[src/rtl/byte_fifo_pkg.sv]
// Shared constants and carrier types for one byte FIFO channel
package byte_fifo_pkg;

	// ----------------------------------------
	// Sizes
	// ----------------------------------------
	localparam int DATA_WIDTH    = 8;
	localparam int DEFAULT_DEPTH = 256;
	localparam int STAGE_DEPTH   = 8;

	// ----------------------------------------
	// Reset values
	// ----------------------------------------
	localparam logic [7:0] OUT_RESET_VALUE = 8'h00;
	localparam logic       FULL_N_RESET    = 1'b1;
	localparam logic       EMPTY_N_RESET   = 1'b0;

	// ----------------------------------------
	// Carriers
	// ----------------------------------------
	typedef struct packed {
		logic fullN;
		logic emptyN;
	} flags_t;

	typedef struct packed {
		logic                  valid;
		logic [DATA_WIDTH-1:0] data;
	} byte_req_t;

endpackage

[src/rtl/dual_clock_byte_fifo.sv]
// One byte FIFO channel with write-clock and read-clock inputs sampled on clk
// Contract
// - Clear resets channel regardless of either clock
// - Clear returns both pointers to first location
// - Clear drives full flag high, empty low
// - Clear loads output register with zeros
// - Write edge with enable, not full, stores byte
// - Write enable high: nothing stored
// - Full flag low; writes ignored while full
// - Read from full channel releases full flag
// - Full flag changes only on write edges
// - Read edge with enable, not empty, outputs oldest
// - Read enable high: output and pointer hold
// - Empty flag low when pointers equal
// - Write into empty raises empty on read edge
// - Read enable ignored while empty
// - Output enable low drives bus, else released
// - Depth parameter; full after exactly depth writes
// - Works with asynchronous or identical clocks
// - Eight-bit input and output data ports
// - Full release may slip one write edge
// - Empty release may slip two read edges
// - First byte flagged readable on third read edge after commit
// - Second channel is an independent copy
`timescale 1ns/1ps
`default_nettype none

// ----------------------------------------
// Staging FIFO
// ----------------------------------------
module byte_stage_fifo #(
	parameter int WIDTH = byte_fifo_pkg::DATA_WIDTH,
	parameter int DEPTH = byte_fifo_pkg::STAGE_DEPTH
) (
	// Clock and reset
	input  wire logic             clk,
	input  wire logic             rstN,
	// Fill side
	input  wire logic             inValid,
	output logic                  inReady,
	input  wire logic [WIDTH-1:0] inData,
	// Drain side
	output logic                  outValid,
	input  wire logic             outReady,
	output logic      [WIDTH-1:0] outData
);
	localparam int AW = $clog2(DEPTH);

	logic [WIDTH-1:0] store [DEPTH];
	logic [AW-1:0]    head_r;
	logic [AW-1:0]    tail_r;
	logic [AW:0]      count_r;
	logic             push;
	logic             pop;

	assign inReady  = (count_r != (AW+1)'(DEPTH));
	assign outValid = (count_r != '0);
	assign outData  = store[head_r];
	assign push     = inValid && inReady;
	assign pop      = outValid && outReady;

	always_ff @(posedge clk) begin
		if (push) begin
			store[tail_r] <= inData;
		end
	end

	always_ff @(posedge clk or negedge rstN) begin
		if (!rstN) begin
			head_r  <= '0;
			tail_r  <= '0;
			count_r <= '0;
		end else begin
			if (push) begin
				tail_r <= tail_r + AW'(1);
			end
			if (pop) begin
				head_r <= head_r + AW'(1);
			end
			count_r <= count_r + (AW+1)'(push) - (AW+1)'(pop);
		end
	end
endmodule

// ----------------------------------------
// Channel
// ----------------------------------------
// Nothing here is shared, so a second channel is simply a second instance
module dual_clock_byte_fifo #(
	parameter int DEPTH = byte_fifo_pkg::DEFAULT_DEPTH
) (
	// System
	input  wire logic       clk,
	input  wire logic       reset_n,
	input  wire logic       clear_n,
	// Write side
	input  wire logic       write_side_clock,
	input  wire logic       write_accept_n,
	input  wire logic [7:0] write_byte_in,
	output logic            full_flag_n,
	// Read side
	input  wire logic       read_side_clock,
	input  wire logic       read_accept_n,
	input  wire logic       drive_output_n,
	output logic      [7:0] read_byte_out,
	output logic            read_byte_oe,
	output logic            empty_flag_n
);
	localparam int AW = $clog2(DEPTH);
	localparam int DW = byte_fifo_pkg::DATA_WIDTH;

	function automatic logic [AW:0] toGray(input logic [AW:0] b);
		return b ^ (b >> 1);
	endfunction

	function automatic logic [AW:0] fromGray(input logic [AW:0] g);
		logic [AW:0] b;
		b[AW] = g[AW];
		for (int i = AW - 1; i >= 0; i--) begin
			b[i] = b[i+1] ^ g[i];
		end
		return b;
	endfunction

	// ----------------------------------------
	// Reset and clock edges
	// ----------------------------------------
	// Clear acts without any clock, merged into the async reset
	logic rstN;
	assign rstN = reset_n && clear_n;

	logic wClkPrev_r;
	logic rClkPrev_r;
	logic wEdge;
	logic rEdge;

	always_ff @(posedge clk or negedge reset_n) begin
		if (!reset_n) begin
			wClkPrev_r <= 1'b0;
			rClkPrev_r <= 1'b0;
		end else begin
			wClkPrev_r <= write_side_clock;
			rClkPrev_r <= read_side_clock;
		end
	end

	// Clocks keep being watched during clear, so free-running is harmless
	assign wEdge = write_side_clock && !wClkPrev_r;
	assign rEdge = read_side_clock && !rClkPrev_r;

	// ----------------------------------------
	// Write side
	// ----------------------------------------
	logic                  stageReady;
	logic                  stageValid;
	logic [DW-1:0]         stageData;
	logic                  wTake;
	logic [AW:0]           wBin_r;
	logic [AW:0]           wBinNxt;
	logic [AW:0]           rGraySyncW1_r;
	logic [AW:0]           rGraySyncW2_r;
	logic [AW:0]           rBinAtW;
	logic                  fullN_r;
	logic                  emptyN_r;
	logic                  rTake;
	logic [AW:0]           rBin_r;
	byte_fifo_pkg::flags_t flags;
	byte_fifo_pkg::byte_req_t wReq;

	assign wReq.valid = wEdge && !write_accept_n;
	assign wReq.data  = write_byte_in;
	assign flags      = '{fullN: fullN_r, emptyN: emptyN_r};
	// Full and enable high both block the capture
	assign wTake   = wReq.valid && flags.fullN && stageReady;
	assign wBinNxt = wBin_r + (AW+1)'(wTake);
	assign rBinAtW = fromGray(rGraySyncW2_r);

	always_ff @(posedge clk or negedge rstN) begin
		if (!rstN) begin
			wBin_r        <= '0;
			rGraySyncW1_r <= '0;
			rGraySyncW2_r <= '0;
		end else if (wEdge) begin
			wBin_r        <= wBinNxt;
			rGraySyncW1_r <= toGray(rBin_r);
			rGraySyncW2_r <= rGraySyncW1_r;
		end
	end

	// Full only re-evaluated on write edges; a late read waits one edge
	always_ff @(posedge clk or negedge rstN) begin
		if (!rstN) begin
			fullN_r <= byte_fifo_pkg::FULL_N_RESET;
		end else if (wEdge) begin
			// Judged against the value the sync stage takes now, so the flag
			// always agrees with the pointers it stands beside
			fullN_r <= ((wBinNxt - fromGray(rGraySyncW1_r)) != (AW+1)'(DEPTH));
		end
	end

	// ----------------------------------------
	// Staging and array commit
	// ----------------------------------------
	logic [DW-1:0] mem [DEPTH];
	logic [AW:0]   cBin_r;
	logic          commit;

	// Commit yields to a read in the same cycle, one access per cycle
	byte_stage_fifo #(
		.WIDTH (DW),
		.DEPTH (byte_fifo_pkg::STAGE_DEPTH)
	) u_stage (
		.clk      (clk),
		.rstN     (rstN),
		.inValid  (wTake),
		.inReady  (stageReady),
		.inData   (wReq.data),
		.outValid (stageValid),
		.outReady (!rTake),
		.outData  (stageData)
	);

	assign commit = stageValid && !rTake;

	always_ff @(posedge clk) begin
		if (commit) begin
			mem[cBin_r[AW-1:0]] <= stageData;
		end
	end

	always_ff @(posedge clk or negedge rstN) begin
		if (!rstN) begin
			cBin_r <= '0;
		end else if (commit) begin
			cBin_r <= cBin_r + (AW+1)'(1);
		end
	end

	// ----------------------------------------
	// Read side
	// ----------------------------------------
	logic [AW:0]   rBinNxt;
	logic [AW:0]   cGraySyncR1_r;
	logic [AW:0]   cGraySyncR2_r;
	logic [AW:0]   cBinAtR;
	logic [DW-1:0] outByte_r;

	assign rTake   = rEdge && !read_accept_n && flags.emptyN;
	assign rBinNxt = rBin_r + (AW+1)'(rTake);
	assign cBinAtR = fromGray(cGraySyncR2_r);

	always_ff @(posedge clk or negedge rstN) begin
		if (!rstN) begin
			rBin_r        <= '0;
			cGraySyncR1_r <= '0;
			cGraySyncR2_r <= '0;
		end else if (rEdge) begin
			rBin_r        <= rBinNxt;
			cGraySyncR1_r <= toGray(cBin_r);
			cGraySyncR2_r <= cGraySyncR1_r;
		end
	end

	// Two sync stages plus the flag register put first-byte latency at three read edges
	always_ff @(posedge clk or negedge rstN) begin
		if (!rstN) begin
			emptyN_r <= byte_fifo_pkg::EMPTY_N_RESET;
		end else if (rEdge) begin
			emptyN_r <= (rBinNxt != cBinAtR);
		end
	end

	always_ff @(posedge clk or negedge rstN) begin
		if (!rstN) begin
			outByte_r <= byte_fifo_pkg::OUT_RESET_VALUE;
		end else if (rTake) begin
			outByte_r <= mem[rBin_r[AW-1:0]];
		end
	end

	// ----------------------------------------
	// Outputs
	// ----------------------------------------
	assign full_flag_n   = flags.fullN;
	assign empty_flag_n  = flags.emptyN;
	assign read_byte_out = outByte_r;
	assign read_byte_oe  = !drive_output_n;

	// ----------------------------------------
	// Checks
	// ----------------------------------------
	AST_CLEAR_PTRS: assert property (@(posedge clk) disable iff (!reset_n)
		!clear_n |-> (wBin_r == '0) && (rBin_r == '0))
		else $error("Pointers not at first location during clear");

	AST_CLEAR_FLAGS: assert property (@(posedge clk) disable iff (!reset_n)
		!clear_n |-> full_flag_n && !empty_flag_n)
		else $error("Flags wrong during clear");

	AST_CLEAR_OUT: assert property (@(posedge clk) disable iff (!reset_n)
		!clear_n |-> (read_byte_out == 8'h00))
		else $error("Output register not zero during clear");

	AST_WRITE_HOLD: assert property (@(posedge clk) disable iff (!rstN)
		(wEdge && write_accept_n) |=> $stable(wBin_r))
		else $error("Write pointer moved with write enable high");

	AST_NO_WRITE_FULL: assert property (@(posedge clk) disable iff (!rstN)
		(wEdge && !full_flag_n) |=> (wBin_r == $past(wBin_r)))
		else $error("Write taken while full");

	AST_READ_HOLD: assert property (@(posedge clk) disable iff (!rstN)
		(rEdge && (read_accept_n || !empty_flag_n)) |=> $stable(rBin_r) && $stable(read_byte_out))
		else $error("Read side moved without a valid read");

	AST_FULL_ON_WEDGE: assert property (@(posedge clk) disable iff (!rstN)
		$changed(full_flag_n) |-> $past(wEdge))
		else $error("Full flag changed off a write edge");

	AST_EMPTY_ON_REDGE: assert property (@(posedge clk) disable iff (!rstN)
		$changed(empty_flag_n) |-> $past(rEdge))
		else $error("Empty flag changed off a read edge");

	AST_FULL_COUNT: assert property (@(posedge clk) disable iff (!rstN)
		!full_flag_n |-> ((wBin_r - rBinAtW) == (AW+1)'(DEPTH)))
		else $error("Full flag low without depth bytes held");

	AST_EMPTY_EQ: assert property (@(posedge clk) disable iff (!rstN)
		(rEdge && (rBinNxt == cBinAtR)) |=> !empty_flag_n)
		else $error("Empty flag high with equal pointers");

	AST_OCCUPANCY: assert property (@(posedge clk) disable iff (!rstN)
		(wBin_r - rBin_r) <= (AW+1)'(DEPTH))
		else $error("More bytes held than the depth");

	AST_COMMIT_BETWEEN: assert property (@(posedge clk) disable iff (!rstN)
		(cBin_r - rBin_r) <= (wBin_r - rBin_r))
		else $error("Commit pointer outside read and write pointers");
endmodule

`default_nettype wire

[config.mk]
export PLATFORM = sky130hd
export DESIGN_NAME = dual_clock_byte_fifo
export DESIGN_NICKNAME = d
export VERILOG_FILES = /design/src/rtl/byte_fifo_pkg.sv /design/src/rtl/dual_clock_byte_fifo.sv
export SDC_FILE = /design/constraint.sdc
export NUM_CORES = 2
export LEC_CHECK = 0
export BUFFER_PORTS_ARGS = -buffer_cell sky130_fd_sc_hd__buf_2
export CAP_MARGIN = 0
export CORE_MARGIN = 2
export CORE_UTILIZATION = 55
export DETAILED_ROUTE_END_ITERATION = 12
export GPL_ROUTABILITY_DRIVEN = 0
export GPL_TIMING_DRIVEN = 0
export HOLD_SLACK_MARGIN = 0.08
export PLACE_DENSITY = 0.7
export SLEW_MARGIN = 20
export SYNTH_ARGS = -nofsm -noshare
export SYNTH_HDL_FRONTEND = slang
export SYNTH_HIERARCHICAL = 1
export SYNTH_SLANG_ARGS = --single-unit
[constraint.sdc]
create_clock -name clk -period 9.1 [get_ports clk]
set_input_delay 0 -clock clk [delete_from_list [all_inputs] [get_ports clk]]
set_output_delay 0 -clock clk [all_outputs]
set_load 0.01 [all_outputs]
==> flow_metrics.py <==
metrics = {
    "sta": {
        "drv_slew": 0,
        "holdWs_ns": 0.0921,
        "skew_ns": 0.0652,
        "rsz0062_at_grt": "no",
        "finalSetupTns_ns": 0,
        "hold_viol_final": 0,
        "max_freq_ghz": 0.203,
        "worstMarginPinSlew_ns": 1.24,
        "setup_violations": 0,
        "min_period_ns": 4.92,
        "max_slew_margin_pct": 17.6,
        "post-route-period-util_pct": 54.1,
    },
    "synthesis": {
        "ys_async_sr_fraction_pct": 3.47,
        "synth_top_area_share_pct": 74.1,
        "netlist_instances": 4191,
        "ys_seq_area_share_pct": 76.3,
        "ys_types": 61,
        "syn_nets": 4253,
        "synth_area_um2": 85600,
        "avgSynthCellArea_um2": 20.4,
        "synth_flop_cell": "edfxtp_1",
        "synth.area.top_cells": "edfxtp_1 (74%), mux4_2 (12%), dfrtp_1 (2.2%)",
        "ys_ff_latch": 2188,
        "synth-edff-count": 2112,
        "yosysTopAreaCell": "edfxtp_1",
        "yosys_warnings": 6,
    },
    "die": {
        "rows": 144,
        "coreArea_um2": 154000,
        "dieArea_um2": 159000,
        "initial_core_util_pct": 55.5,
        "pin_count": 27,
        "die_w_um": 399,
        "die_y_um": 399,
    },
    "pwr": {
        "power_density_nw_per_um2": 315,
        "ir_worst_vdd_uv": 354,
        "intPower_uw": 20900,
        "power_frac_comb_pct": 25.7,
        "clockPowerShare_pct": 29.0,
        "switchingPower_uw": 9510,
        "p_leak_uw": 0.0304,
        "p_seq_share_pct": 45.3,
        "p_sw_share_pct": 31.3,
    },
    "detailed_routing": {
        "wl_um": 233000,
        "wl_per_cell_um": 34.7,
        "drt-pass1-iter-count": 6,
        "ant_nets": 0,
        "vias": 45000,
        "viasPerCell": 6.69,
        "drt-initial-drc-count": 6861,
        "drc": 0,
    },
    "setup_path": {
        "crit_type": "flip-flop to flip-flop",
        "end_kind": "flip-flop",
        "critPathTopFamily": "compound AO/OA/AOI/OAI gates",
        "slowest_delay_ns": 0.91,
        "path_max_fanout": 10,
        "critPathLaunchType": "flip-flop",
        "cp.required_ns": 9.89,
        "cp_cell_sequence": "buf_2, inv_1, nor3_1, clkbuf_2, a221oi_1, a31oi_1, nand3_1, a32oi_1",
        "crit_slowest_cell": "a31oi_1",
        "cp_data_arrival_time_ns": 5.72,
        "cp_num_buf_inv": 3,
    },
    "clock_tree": {
        "clock_path_buffers": 3,
        "cts_resized": 0,
        "root_buffer": "clkbuf_16",
        "cts_sinks": 2188,
        "hold_buffers": 26,
        "insertion_delay_ns": 0.88,
        "postCtsSetupBuffers": 0,
        "cts_tree": "done",
        "path_clk_slew_ns": 0.07,
        "cts_made_buffers": 209,
        "htreeDepth": 4,
    },
    "layout": {
        "drive_gt1_share_pct": 21.7,
        "final_common_cell": "edfxtp_1",
        "fillers": 10300,
        "nets": 4549,
        "mostFrequentLayoutCells": "edfxtp_1 (2112), mux4_2 (459), nor2_1 (313), clkbuf_16 (210), a22oi_1 (159)",
        "syn_to_final_growth_pct": 12.8,
    },
    "place": {
        "port_buffers": 26,
        "dpl.hpwl_um": 156000,
    },
    "flow_run": {
        "max_cap_viol_count": 0,
    },
    "global_route": {
        "first_global_vias": 43900,
        "grt_first_pass_wirelength_um": 327000,
        "grt_max_degree": 137,
        "grt.busiest_layer": "met2",
        "grt_use_met2_pct": 43.1,
        "grt_use_total_pct": 29.7,
        "grt_overflow": 0,
        "antenna_found_initial": 13,
        "use_met1_pct": 41.6,
        "gr-usage-met3_pct": 9.34,
    },
    "hold_path": {
        "worstHoldPathType": "input port to async pin",
    },
    "status": {
        "outcome": "finished clean",
    },
}
==> worst paths after layout <==
path | to | start | slack [ns] | depth (start not counted)
worst min register to register | cGraySyncR2_r[2] | cGraySyncR1_r[2] | 0.47 | 2
worst max-delay path | read_byte_out[0] | rBin_r[3] | 4.18 | 8
worst min-delay path | rClkPrev_r | reset_n | 0.09 | 3
min in group clk | u_stage/tail_r[2] | write_accept_n | 0.16 | 5
max in group asynchronous | cBin_r[0] | reset_n | 7.87 | 5
worst max register to register | read_byte_out[0] | rBin_r[3] | 4.18 | 8
==> worst reg2reg max path: cells and delay by family, from the launching register on <==
kind | cells | cell delay (ns)
AOI/OAI and AO/OA | 3 | 1.61
buffers and inverters | 3 | 1.33
DFF | 1 | 0.57
and+or+nand+nor | 2 | 1.37
==> power by group through the flow <==
| stage | clock [µW] | sequential (µW) | combinational (µW) |
|---|---|---|---|
| after floorplan | 0 | 14200 | 4090 |
| after global placement | 0 | 14500 | 6890 |
| after detailed placement | 0 | 14000 | 7650 |
| after CTS | 8860 | 13800 | 7670 |
| after global routing | 9250 | 13800 | 8110 |
| final | 8820 | 13800 | 7810 |
==> logic make-up after synthesis <==
kind of cell               count (synthesis)  synth area share [%]
and+or+nand+nor                          610                  3.04
AOI/OAI and AO/OA                        386                  3.24
buffers and inverters                    262                  1.60
DFF                                     2188                  76.3
xor gates and xnor gates                  71                 0.789
adders and majority gates                 46                 0.681
muxes                                    628                  14.4
==> layout make-up <==
| type | instances | area [µm²] | share of cell area (%) |
|---|---|---|---|
| repair buffers | 85 | 1220 | 1.26 |
| multi-input cells | 1741 | 19100 | 19.8 |
| plain buffers | 238 | 1310 | 1.35 |
| inverters | 24 | 90.1 | 0.0933 |
| flip-flops and latches | 2188 | 65300 | 67.6 |
| clock inverters | 155 | 1580 | 1.64 |
| clock buffers | 241 | 5400 | 5.59 |
| diodes | 8 | 20.0 | 0.0207 |
| well taps | 2044 | 2560 | 2.65 |
==> synthesized netlist by cell type (all sizes together), types with 2 or more instances <==
library cell and count:
o21ai 47, nand2b 16, nor2b 8, a31oi 21, xor2 18, a211oi 8
clkbuf 102, a221oi 26, a21oi 17, edfxtp 2112, nor3 13, a22o 16
xnor2 52, a22oi 159, a41oi 7, nand3 98, and3 2, o211ai 7
mux2 12, and2 5, o22ai 35, mux2i 141, a311oi 2, dfrtp 75
or2 3, nor2 313, o2111ai 7, a32oi 8, nand4 11, o221ai 8
a211o 14, nor4 2, nand4b 2, mux4 475, or3b 2, buf 136
inv 24, nand2 129, ha 45
==> sequential cells by signal, indices dropped and copies added (netlist names) <==
register and flops:
cGraySyncR1_r 9, rBin_r 9, u_stage/count_r 4, rGraySyncW1_r 9
empty_flag_n 1, u_stage/head_r 3, wClkPrev_r 1, u_stage/tail_r 3
wBin_r 9, cGraySyncR2_r 9, cBin_r 9, rClkPrev_r 1
u_stage/store 64, mem 2048, read_byte_out 8, full_flag_n 1
==> metrics by stage <==
step                      utilization (%)  setup slack [ns]  instances  cell area [µm²]  total power [µW]
after floorplan                         -              5.77       4191            85600             18200
after global placement               57.2              2.97       6261            88300             21400
after detailed placement             57.9              4.09       6294            89300             21600
after CTS                            62.5              4.06       6716            96600             30300
after global routing                 62.6              4.26       6717            96600             31100
final                                62.6              4.18       6724            96600             30400
==> per-layer routing <==
| metal | share of wire [%] | wire (µm) |
|---|---|---|
| met1 | 37 | 86600 |
| met2 | 45 | 104000 |
| met3 | 13 | 30000 |
| met4 | 5.3 | 12300 |
| met5 | 0.018 | 42 |
Power figures use the tool's default switching activity.
